### config.mk
export PLATFORM = sky130hd
export DESIGN_NAME = rspc_pin_ctrl
export DESIGN_NICKNAME = d
export VERILOG_FILES = /design/src/hw/rspc_port_mux.v /design/src/hw/rspc_pin_ctrl.v
export VERILOG_INCLUDE_DIRS = /design/src /design/src/hw
export SDC_FILE = /design/constraint.sdc
export NUM_CORES = 1
export LEC_CHECK = 0
export BUFFER_PORTS_ARGS = -buffer_cell sky130_fd_sc_hd__buf_2
export CAP_MARGIN = 0
export CORE_AREA = 2 2 114 116
export CTS_BUF_LIST = sky130_fd_sc_hd__clkbuf_8
export DETAILED_ROUTE_END_ITERATION = 10
export DIE_AREA = 0 0 116 118
export PLACE_DENSITY = 0.7
export SYNTH_ARGS = -nofsm -noshare
export SYNTH_HDL_FRONTEND = slang
export SYNTH_HIERARCHICAL = 1
export SYNTH_SLANG_ARGS = --single-unit
export TNS_END_PERCENT = 5
### constraint.sdc
create_clock -name sys_clk -period 2.79 [get_ports sys_clk]
set_input_delay 0.279 -clock sys_clk [delete_from_list [all_inputs] [get_ports sys_clk]]
set_output_delay 0.279 -clock sys_clk [all_outputs]
set_load 0.1 [all_outputs]
### src/hw/rspc_defines.vh
// shared constants for the reset strap and port pin control block
// included by the pin control top and its per-port mux module
`ifndef RSPC_DEFINES_VH
`define RSPC_DEFINES_VH
// port a bit positions
`define RSPC_PA_TXD 0
`define RSPC_PA_RXD 1
`define RSPC_PA_EXTERNAL_IRQ_IN 2
`define RSPC_PA_GPIO_ONLY 3
`define RSPC_PA_AUTO_INCREMENT_N 4
`define RSPC_PA_HOLD 5
`define RSPC_PA_STRAP 6
`define RSPC_PA_CLOCK_OUTPUT 7
// bus control port bit carrying the test-mode-zero strap
`define RSPC_BC_TEST_MODE_ZERO_STRAP_N 4
// strap output value loaded while in reset (pins pulled high)
`define RSPC_STRAP_RESET 1'b1
// nonmaskable interrupt least high time in ns, one state time
`define RSPC_NMI_MIN_NS 100
`define RSPC_CLK_NS 100
`define RSPC_NMI_MIN_CYC ((`RSPC_NMI_MIN_NS + `RSPC_CLK_NS - 1) / `RSPC_CLK_NS)
`endif

### src/hw/rspc_port_mux.v
// one 8-bit port: per-bit choice between general i/o and a special function
// assumes the caller resolves bus overrides on its inputs; isolation is applied here
`include "rspc_defines.vh"
module rspc_port_mux (
  input wire [7:0] gpio_out,
  input wire [7:0] gpio_oe,
  input wire [7:0] sf_sel,
  input wire [7:0] sf_out,
  input wire [7:0] sf_oe,
  input wire open_drain,
  input wire force_push_pull,
  input wire isolate,
  output reg [7:0] pin_out,
  output reg [7:0] pin_oe
);
  integer i;
  // per-bit selection, then drive mode, then isolation override
  always @*
  begin
    pin_out = 8'h00;
    pin_oe = 8'h00;
    for (i = 0; i < 8; i = i + 1)
    begin
      if (sf_sel[i])
      begin
        pin_out[i] = sf_out[i];
        pin_oe[i] = sf_oe[i];
      end
      else
      begin
        pin_out[i] = gpio_out[i];
        pin_oe[i] = gpio_oe[i];
        // open drain only pulls low; the pull-up makes the one
        if (open_drain && !force_push_pull && gpio_out[i])
          pin_oe[i] = 1'b0;
      end
      if (isolate)
        pin_oe[i] = 1'b0;
    end
  end
endmodule

### src/hw/rspc_pin_ctrl.v
// pin control: nmi edge detect, reset straps, four port multiplexers
// assumes sys_clk at 10 MHz, board pulls straps as recommended
`include "rspc_defines.vh"
module rspc_pin_ctrl (
  input wire sys_clk,
  input wire resetn,
  // nonmaskable interrupt pin and arbitration
  input wire nmi_pin,
  input wire [7:0] other_irq_pending,
  output reg nmi_request,
  output reg [3:0] irq_grant_id,
  output reg irq_grant_valid,
  input wire nmi_ack,
  // mode indications
  output reg pin_isolation_mode,
  output reg reserved_test_mode,
  output reg test_mode_one_strap_n,
  input wire bus_hold_enable_bit,
  // port a
  input wire [7:0] port_a_in,
  output wire [7:0] port_a_out,
  output wire [7:0] port_a_oe,
  output reg [7:0] port_a_rd,
  input wire [7:0] port_a_gpio_out,
  input wire [7:0] port_a_gpio_oe,
  input wire [7:0] port_a_sf_sel,
  input wire serial_txd,
  output reg serial_rxd,
  output reg external_irq_in,
  input wire auto_increment_n,
  output reg bus_hold_req_n,
  input wire clock_output,
  input wire verify_status_out,
  input wire verify_status_en,
  // low and high bus ports
  input wire [7:0] low_bus_port_in,
  output wire [7:0] low_bus_port_out,
  output wire [7:0] low_bus_port_oe,
  input wire [7:0] high_bus_port_in,
  output wire [7:0] high_bus_port_out,
  output wire [7:0] high_bus_port_oe,
  input wire [7:0] low_bus_gpio_out,
  input wire [7:0] low_bus_gpio_oe,
  input wire [7:0] high_bus_gpio_out,
  input wire [7:0] high_bus_gpio_oe,
  input wire low_bus_open_drain,
  input wire high_bus_open_drain,
  input wire addr_data_sel,
  input wire prog_bus_sel,
  input wire [7:0] addr_data_low,
  input wire [7:0] addr_data_high,
  input wire addr_data_oe,
  input wire [7:0] prog_bus_low,
  input wire [7:0] prog_bus_high,
  input wire prog_bus_oe,
  output reg [15:0] bus_rd,
  // bus control port
  input wire [7:0] bus_control_port_in,
  output wire [7:0] bus_control_port_out,
  output wire [7:0] bus_control_port_oe,
  output reg [7:0] bus_control_rd,
  input wire [7:0] bus_control_gpio_out,
  input wire [7:0] bus_control_gpio_oe,
  input wire [7:0] bus_control_sf_sel,
  input wire [7:0] bus_control_sf_out,
  input wire [7:0] bus_control_sf_oe
);
  // two-stage synchronisers for every pin read
  reg [7:0] pa_s1, pa_s2, lb_s1, lb_s2, hb_s1, hb_s2, bc_s1, bc_s2;
  reg nmi_s1, nmi_s2, nmi_prev;
  // one-shot marker: straps are taken on the first edge after release
  reg straps_taken;
  // latched hold selection, frozen while bus hold is enabled
  reg hold_sel;
  integer k;

  // synchronise all pins
  always @(posedge sys_clk or negedge resetn)
  begin
    if (!resetn)
    begin
      pa_s1 <= 8'hff;
      pa_s2 <= 8'hff;
      lb_s1 <= 8'h00;
      lb_s2 <= 8'h00;
      hb_s1 <= 8'h00;
      hb_s2 <= 8'h00;
      bc_s1 <= 8'hff;
      bc_s2 <= 8'hff;
      nmi_s1 <= 1'b0;
      nmi_s2 <= 1'b0;
    end
    else
    begin
      pa_s1 <= port_a_in;
      pa_s2 <= pa_s1;
      lb_s1 <= low_bus_port_in;
      lb_s2 <= lb_s1;
      hb_s1 <= high_bus_port_in;
      hb_s2 <= hb_s1;
      bc_s1 <= bus_control_port_in;
      bc_s2 <= bc_s1;
      nmi_s1 <= nmi_pin;
      nmi_s2 <= nmi_s1;
    end
  end

  // nmi edge detect; request stays until acknowledged, set beats clear
  always @(posedge sys_clk or negedge resetn)
  begin
    if (!resetn)
    begin
      nmi_prev <= 1'b0;
      nmi_request <= 1'b0;
    end
    else
    begin
      nmi_prev <= nmi_s2;
      if (nmi_s2 && !nmi_prev)
        nmi_request <= 1'b1;
      else if (nmi_ack)
        nmi_request <= 1'b0;
    end
  end
  // a pulse of one state time (one cycle here) survives the
  // synchroniser only if held past a sampling edge, hence the
  // board must hold it longer than RSPC_NMI_MIN_CYC cycles.

  // priority arbiter: nmi first, then lowest numbered source
  always @(posedge sys_clk or negedge resetn)
  begin
    if (!resetn)
    begin
      irq_grant_id <= 4'h0;
      irq_grant_valid <= 1'b0;
    end
    else
    begin
      irq_grant_valid <= nmi_request || (|other_irq_pending);
      irq_grant_id <= 4'h0;
      if (nmi_request)
        irq_grant_id <= 4'h8;
      else
      begin
        for (k = 7; k >= 0; k = k - 1)
          if (other_irq_pending[k])
            irq_grant_id <= k[3:0];
      end
    end
  end

  // strap synchroniser, deliberately without reset: it keeps tracking
  // the two strap pins while resetn is low, so its second stage holds
  // the level seen just before release when the capture below fires.
  // limitation: resetn must stay low for at least two clock edges.
  reg [1:0] strap_s1;
  reg [1:0] strap_s2;
  always @(posedge sys_clk)
  begin
    strap_s1 <= {bus_control_port_in[`RSPC_BC_TEST_MODE_ZERO_STRAP_N],
      port_a_in[`RSPC_PA_STRAP]};
    strap_s2 <= strap_s1;
  end

  // strap capture on the first edge after release, from the second
  // synchroniser stage; the reset-loaded port stages would only show
  // their constant there, so they cannot serve as the source.
  always @(posedge sys_clk or negedge resetn)
  begin
    if (!resetn)
    begin
      straps_taken <= 1'b0;
      pin_isolation_mode <= 1'b0;
      reserved_test_mode <= 1'b0;
      test_mode_one_strap_n <= `RSPC_STRAP_RESET;
    end
    else if (!straps_taken)
    begin
      straps_taken <= 1'b1;
      pin_isolation_mode <= !strap_s2[0];
      // same pin also reads as test strap one
      test_mode_one_strap_n <= strap_s2[0];
      // test strap zero on same edge
      reserved_test_mode <= !strap_s2[1];
    end
  end

  // bus hold selection is only reconfigurable while hold is disabled
  always @(posedge sys_clk or negedge resetn)
  begin
    if (!resetn)
      hold_sel <= 1'b0;
    else if (!bus_hold_enable_bit)
      hold_sel <= port_a_sf_sel[`RSPC_PA_HOLD];
  end

  // registered readback of inputs to the core
  always @(posedge sys_clk or negedge resetn)
  begin
    if (!resetn)
    begin
      port_a_rd <= 8'h00;
      serial_rxd <= 1'b1;
      external_irq_in <= 1'b0;
      bus_hold_req_n <= 1'b1;
      bus_rd <= 16'h0000;
      bus_control_rd <= 8'h00;
    end
    else
    begin
      port_a_rd <= pa_s2;
      serial_rxd <= port_a_sf_sel[`RSPC_PA_RXD] ? pa_s2[`RSPC_PA_RXD] : 1'b1;
      external_irq_in <= port_a_sf_sel[`RSPC_PA_EXTERNAL_IRQ_IN] &&
        pa_s2[`RSPC_PA_EXTERNAL_IRQ_IN];
      bus_hold_req_n <= (bus_hold_enable_bit || hold_sel) ?
        pa_s2[`RSPC_PA_HOLD] : 1'b1;
      bus_rd <= {hb_s2, lb_s2};
      bus_control_rd <= bc_s2;
    end
  end

  // port a special function selection and values
  reg [7:0] pa_sf_sel;
  reg [7:0] pa_sf_out;
  reg [7:0] pa_sf_oe;
  reg [7:0] pa_gpio_oe;
  always @*
  begin
    pa_sf_sel = port_a_sf_sel;
    pa_sf_out = 8'h00;
    pa_sf_oe = 8'h00;
    pa_gpio_oe = port_a_gpio_oe;
    pa_sf_out[`RSPC_PA_TXD] = serial_txd;
    pa_sf_oe[`RSPC_PA_TXD] = 1'b1;
    pa_sf_out[`RSPC_PA_AUTO_INCREMENT_N] = auto_increment_n;
    pa_sf_oe[`RSPC_PA_AUTO_INCREMENT_N] = 1'b1;
    pa_sf_out[`RSPC_PA_CLOCK_OUTPUT] = clock_output;
    pa_sf_oe[`RSPC_PA_CLOCK_OUTPUT] = 1'b1;
    // verify status output on strap pin
    pa_sf_out[`RSPC_PA_STRAP] = verify_status_out;
    pa_sf_oe[`RSPC_PA_STRAP] = verify_status_en;
    pa_sf_sel[`RSPC_PA_GPIO_ONLY] = 1'b0;
    if (bus_hold_enable_bit)
    begin
      pa_sf_sel[`RSPC_PA_HOLD] = 1'b1;
      pa_gpio_oe[`RSPC_PA_HOLD] = 1'b0;
    end
    else
      pa_sf_sel[`RSPC_PA_HOLD] = hold_sel;
  end

  // bus port sources: address/data has priority over the program bus
  wire bus_sf = addr_data_sel || prog_bus_sel;
  wire [7:0] low_sf_out = addr_data_sel ? addr_data_low : prog_bus_low;
  wire [7:0] high_sf_out = addr_data_sel ? addr_data_high : prog_bus_high;
  wire bus_sf_oe = addr_data_sel ? addr_data_oe : prog_bus_oe;

  rspc_port_mux u_port_a (
    .gpio_out(port_a_gpio_out),
    .gpio_oe(pa_gpio_oe),
    .sf_sel(pa_sf_sel),
    .sf_out(pa_sf_out),
    .sf_oe(pa_sf_oe),
    .open_drain(1'b0),
    .force_push_pull(1'b0),
    .isolate(pin_isolation_mode),
    .pin_out(port_a_out),
    .pin_oe(port_a_oe)
  );

  rspc_port_mux u_low_bus (
    .gpio_out(low_bus_gpio_out),
    .gpio_oe(low_bus_gpio_oe),
    .sf_sel({8{bus_sf}}),
    .sf_out(low_sf_out),
    .sf_oe({8{bus_sf_oe}}),
    .open_drain(low_bus_open_drain),
    .force_push_pull(addr_data_sel),
    .isolate(pin_isolation_mode),
    .pin_out(low_bus_port_out),
    .pin_oe(low_bus_port_oe)
  );

  rspc_port_mux u_high_bus (
    .gpio_out(high_bus_gpio_out),
    .gpio_oe(high_bus_gpio_oe),
    .sf_sel({8{bus_sf}}),
    .sf_out(high_sf_out),
    .sf_oe({8{bus_sf_oe}}),
    .open_drain(high_bus_open_drain),
    .force_push_pull(addr_data_sel),
    .isolate(pin_isolation_mode),
    .pin_out(high_bus_port_out),
    .pin_oe(high_bus_port_oe)
  );

  rspc_port_mux u_bus_ctrl (
    .gpio_out(bus_control_gpio_out),
    .gpio_oe(bus_control_gpio_oe),
    .sf_sel(bus_control_sf_sel),
    .sf_out(bus_control_sf_out),
    .sf_oe(bus_control_sf_oe),
    .open_drain(1'b0),
    .force_push_pull(1'b0),
    .isolate(pin_isolation_mode),
    .pin_out(bus_control_port_out),
    .pin_oe(bus_control_port_oe)
  );
endmodule

==> results.md <==
* Outcome: finished clean
* Detail Route met3 WL at 968 um
* H-tree depth at 4
* Syn Inst Count at 309
* Setup bufs post-CTS at 0
* Die X at 116 um
* Routability Congestion at 0.8515
* Wl on met1 at 4542 um
* Die area at 13690 um2
* Clock root cell: clkbuf_8
* # rows at 41
* Commonest non-fill, non-tap cells in the layout: buf_2, dfrtp_1, mux2_2
* Most common cell after layout, fill and taps aside: buf_2
* Seq pwr share at 37.1%
* Worst EP arrival at 1.98 ns
* Placed instance count at 784
* Port bufs at 290
* Layout cell share with drive strength beyond 1 at 65.34%
* Drt first pass iters at 4
* Worst Skew at 0.008724 ns
* Pins Over Slew Limit at 0
* Worst Path Max Fanout at 4
* Met2 wire len at 7644 um
* Die H at 118 um
* VDD IR max at 0.0004970 V
* Int Power at 3.025 mW
* Final setup fails at 0
* Post-DP HPWL at 10280 um
* Leak at 3.838 nW
* Worst skew pair latency at 0.41 ns
* Tcrit/Tclk final at 80.79%
* Antenna Cells at 0
* Vias in the first global route at 4204
* NetSw at 1.938 mW
* Area grow syn2layout at 62.70%
* Final Cell Area at 7727 um2
* CTS buffer count at 17
* Final hold vios at 0
* Number of synthesized register bits at 117
* Area of the mapped netlist at 4750 um2
* Total global routing track utilization at 19.74%
* Worst reg2reg setup slack at 1.35 ns
* Ys flop type: dfrtp_1
* Core Box Area at 12410 um2
* CTS clock-pin slew for the worst setup and hold paths at 0.07 ns
* Synthesized area per cell at 15.37 um2
* Netlist cell types at 28
* Fmax at 443.7 MHz
* Combinational power share at 34.4%
* Fraction of registers with async set/reset at 96.58%
* Vias per std cell at 4.533
* Uppermost layer routed: met4
* RSZ-0062 raised after global routing: no
* Fin nets at 849
* Number of synthesized flops with an enable pin at 0
* Worst Setup End Kind: output port
* Max-slew headroom at 49.17%
* Sum Neg Setup Slack at 0 ns
* Longest Clk Path Bufs at 2
* Initial Utilization at 38.26%
* Hold crit path type: in2reg
* Worst endpoint required time at 2.51 ns
* CTS Sinks at 117
* TritonCTS clock tree: done
* Synth warn at 6
* Switching share of power at 39.05%
* Starting DRT DRC Count at 117
* Initial antenna violation count at 0
* Drt drc at 0
* Wire per inst at 15.87 um
* Grt ovf at 0
* Final min period at 2.254 ns
* Startpoint Class: flop
* First-pass GRT wire length at 20560 um
* Final cell count without fillers at 850
* Ports at 292
* DR vias at 3853
* Clock share of power at 28.4%
* Sequential-to-total area share from yosys stat at 62.14%
* Maxcap violations at 0
* Drt total wl at 13490 um
* PwrDens at 642.3 nW/um2
* Worst setup path class: reg2out
* Worst-margin pin slew at 0.7624 ns
* Antenna Nets Post-Route at 0
* Largest net degree at the start of global routing at 65
* Placed standard-cell area at 7015 um2
## power groups by stage
stage / Sequential [mW] / Clock, mW / Combinational (mW)
2_1_floorplan: 2.12 / 0 / 0.941
3_3_place_gp: 1.87 / 0 / 1.65
3_5_place_dp: 1.87 / 0 / 1.67
4_1_cts: 1.84 / 1.44 / 1.71
5_1_grt: 1.85 / 1.53 / 1.77
6_report: 1.84 / 1.41 / 1.71
## layout make-up
| cell class | instances | area (um2) |
|---|---|---|
| clock buffers | 19 | 261.5 |
| clock inverters | 13 | 110.1 |
| fillers | 994 | 4687 |
| inverters | 35 | 131.4 |
| multi-input cells | 164 | 1832 |
| flip-flops and latches | 117 | 2953 |
| well taps | 172 | 215.2 |
| repair buffers | 330 | 2225 |
## layer usage
| metal | vias up | global-route usage [%] |
|---|---|---|
| met5 | - | 0 |
| met4 | 0 | 7.887 |
| met3 | 29 | 5.664 |
| met2 | 174 | 37.46 |
| met1 | 1857 | 19.69 |
| li1 | 1793 | - |
## final timing paths
path                                                      from  depth (start not counted)                              to
worst min-delay path                                   nmi_ack                          2         nmi_request$_DFFE_PN0P_
worst max-delay path                      hold_sel$_DFFE_PN0N_                          4                    port_a_oe[5]
min in group asynchronous                               resetn                          2              hb_s1[6]$_DFF_PN0_
max in group asynchronous                               resetn                          3              pa_s2[6]$_DFF_PN1_
worst max register to register  pin_isolation_mode$_DFFE_PN0N_                          3  pin_isolation_mode$_DFFE_PN0N_
worst min register to register             strap_s1[1]$_DFF_P_                          0             strap_s2[1]$_DFF_P_
## cell usage after synthesis (2+ instances only)
cell | number | area [um2]
dfrtp_1 | 78 | 1952
mux2_2 | 41 | 461.7
dfstp_2 | 35 | 919.6
inv_1 | 35 | 131.4
a311oi_2 | 32 | 480.5
mux2i_1 | 32 | 320.3
mux2_1 | 10 | 112.6
buf_6 | 5 | 56.30
clkbuf_1 | 4 | 15.01
dfxtp_1 | 4 | 80.08
nor2_1 | 4 | 15.01
nor2b_4 | 4 | 55.05
o21ai_0 | 4 | 20.02
nand2_1 | 3 | 11.26
a21oi_1 | 2 | 10.01
conb_1 | 2 | 7.510
nand2b_1 | 2 | 12.51
nor2b_1 | 2 | 12.51
## logic make-up (layout without fill, tap and decap cells)
group,Yosys count,count (layout),share of synthesized area [%]
and+or+nand+nor,22,22,3.451
other,2,19,0.1581
buffers and inverters,45,397,4.426
DFF,117,117,62.14
muxes,83,83,18.84
AOI/OAI and AO/OA,40,40,10.99
## state kept, by name (all words and copies together) (netlist names), 2 cells and up
| name | count |
|---|---|
| bc_s1 | 8 |
| port_a_rd | 8 |
| hb_s1 | 8 |
| irq_grant_id | 4 |
| pa_s1 | 8 |
| bc_s2 | 8 |
| bus_control_rd | 8 |
| hb_s2 | 8 |
| lb_s2 | 8 |
| lb_s1 | 8 |
| pa_s2 | 8 |
| strap_s1 | 2 |
| strap_s2 | 2 |
| bus_rd | 16 |
## metrics by stage
stage / power, mW / setup WS [ns] / hold WS [ns] / utilization (%)
after global routing: 5.151 / 0.4343 / 0.03718 / 62.25
after CTS: 4.993 / 0.5028 / 0.03758 / 62.25
after detailed placement: 3.547 / 0.7332 / 0.3121 / 56.51
after floorplan: 3.062 / 0.03232 / -0.01659 / -
after global placement: 3.521 / 0.7641 / 0.3124 / 56.51
final: 4.963 / 0.5360 / 0.05825 / 62.25
## critical path, stage by stage (launching register included)
cell and delay, ns:
dfrtp_1 0.38, or2_2 0.34, mux2i_1 0.15, a311oi_2 0.24
buf_2 0.46
## repair_timing
action	CTS	global route
hold buffers	34	0
hold endpoints to repair	81	0
resized for setup	0	0
Power figures use the tool's default switching activity.
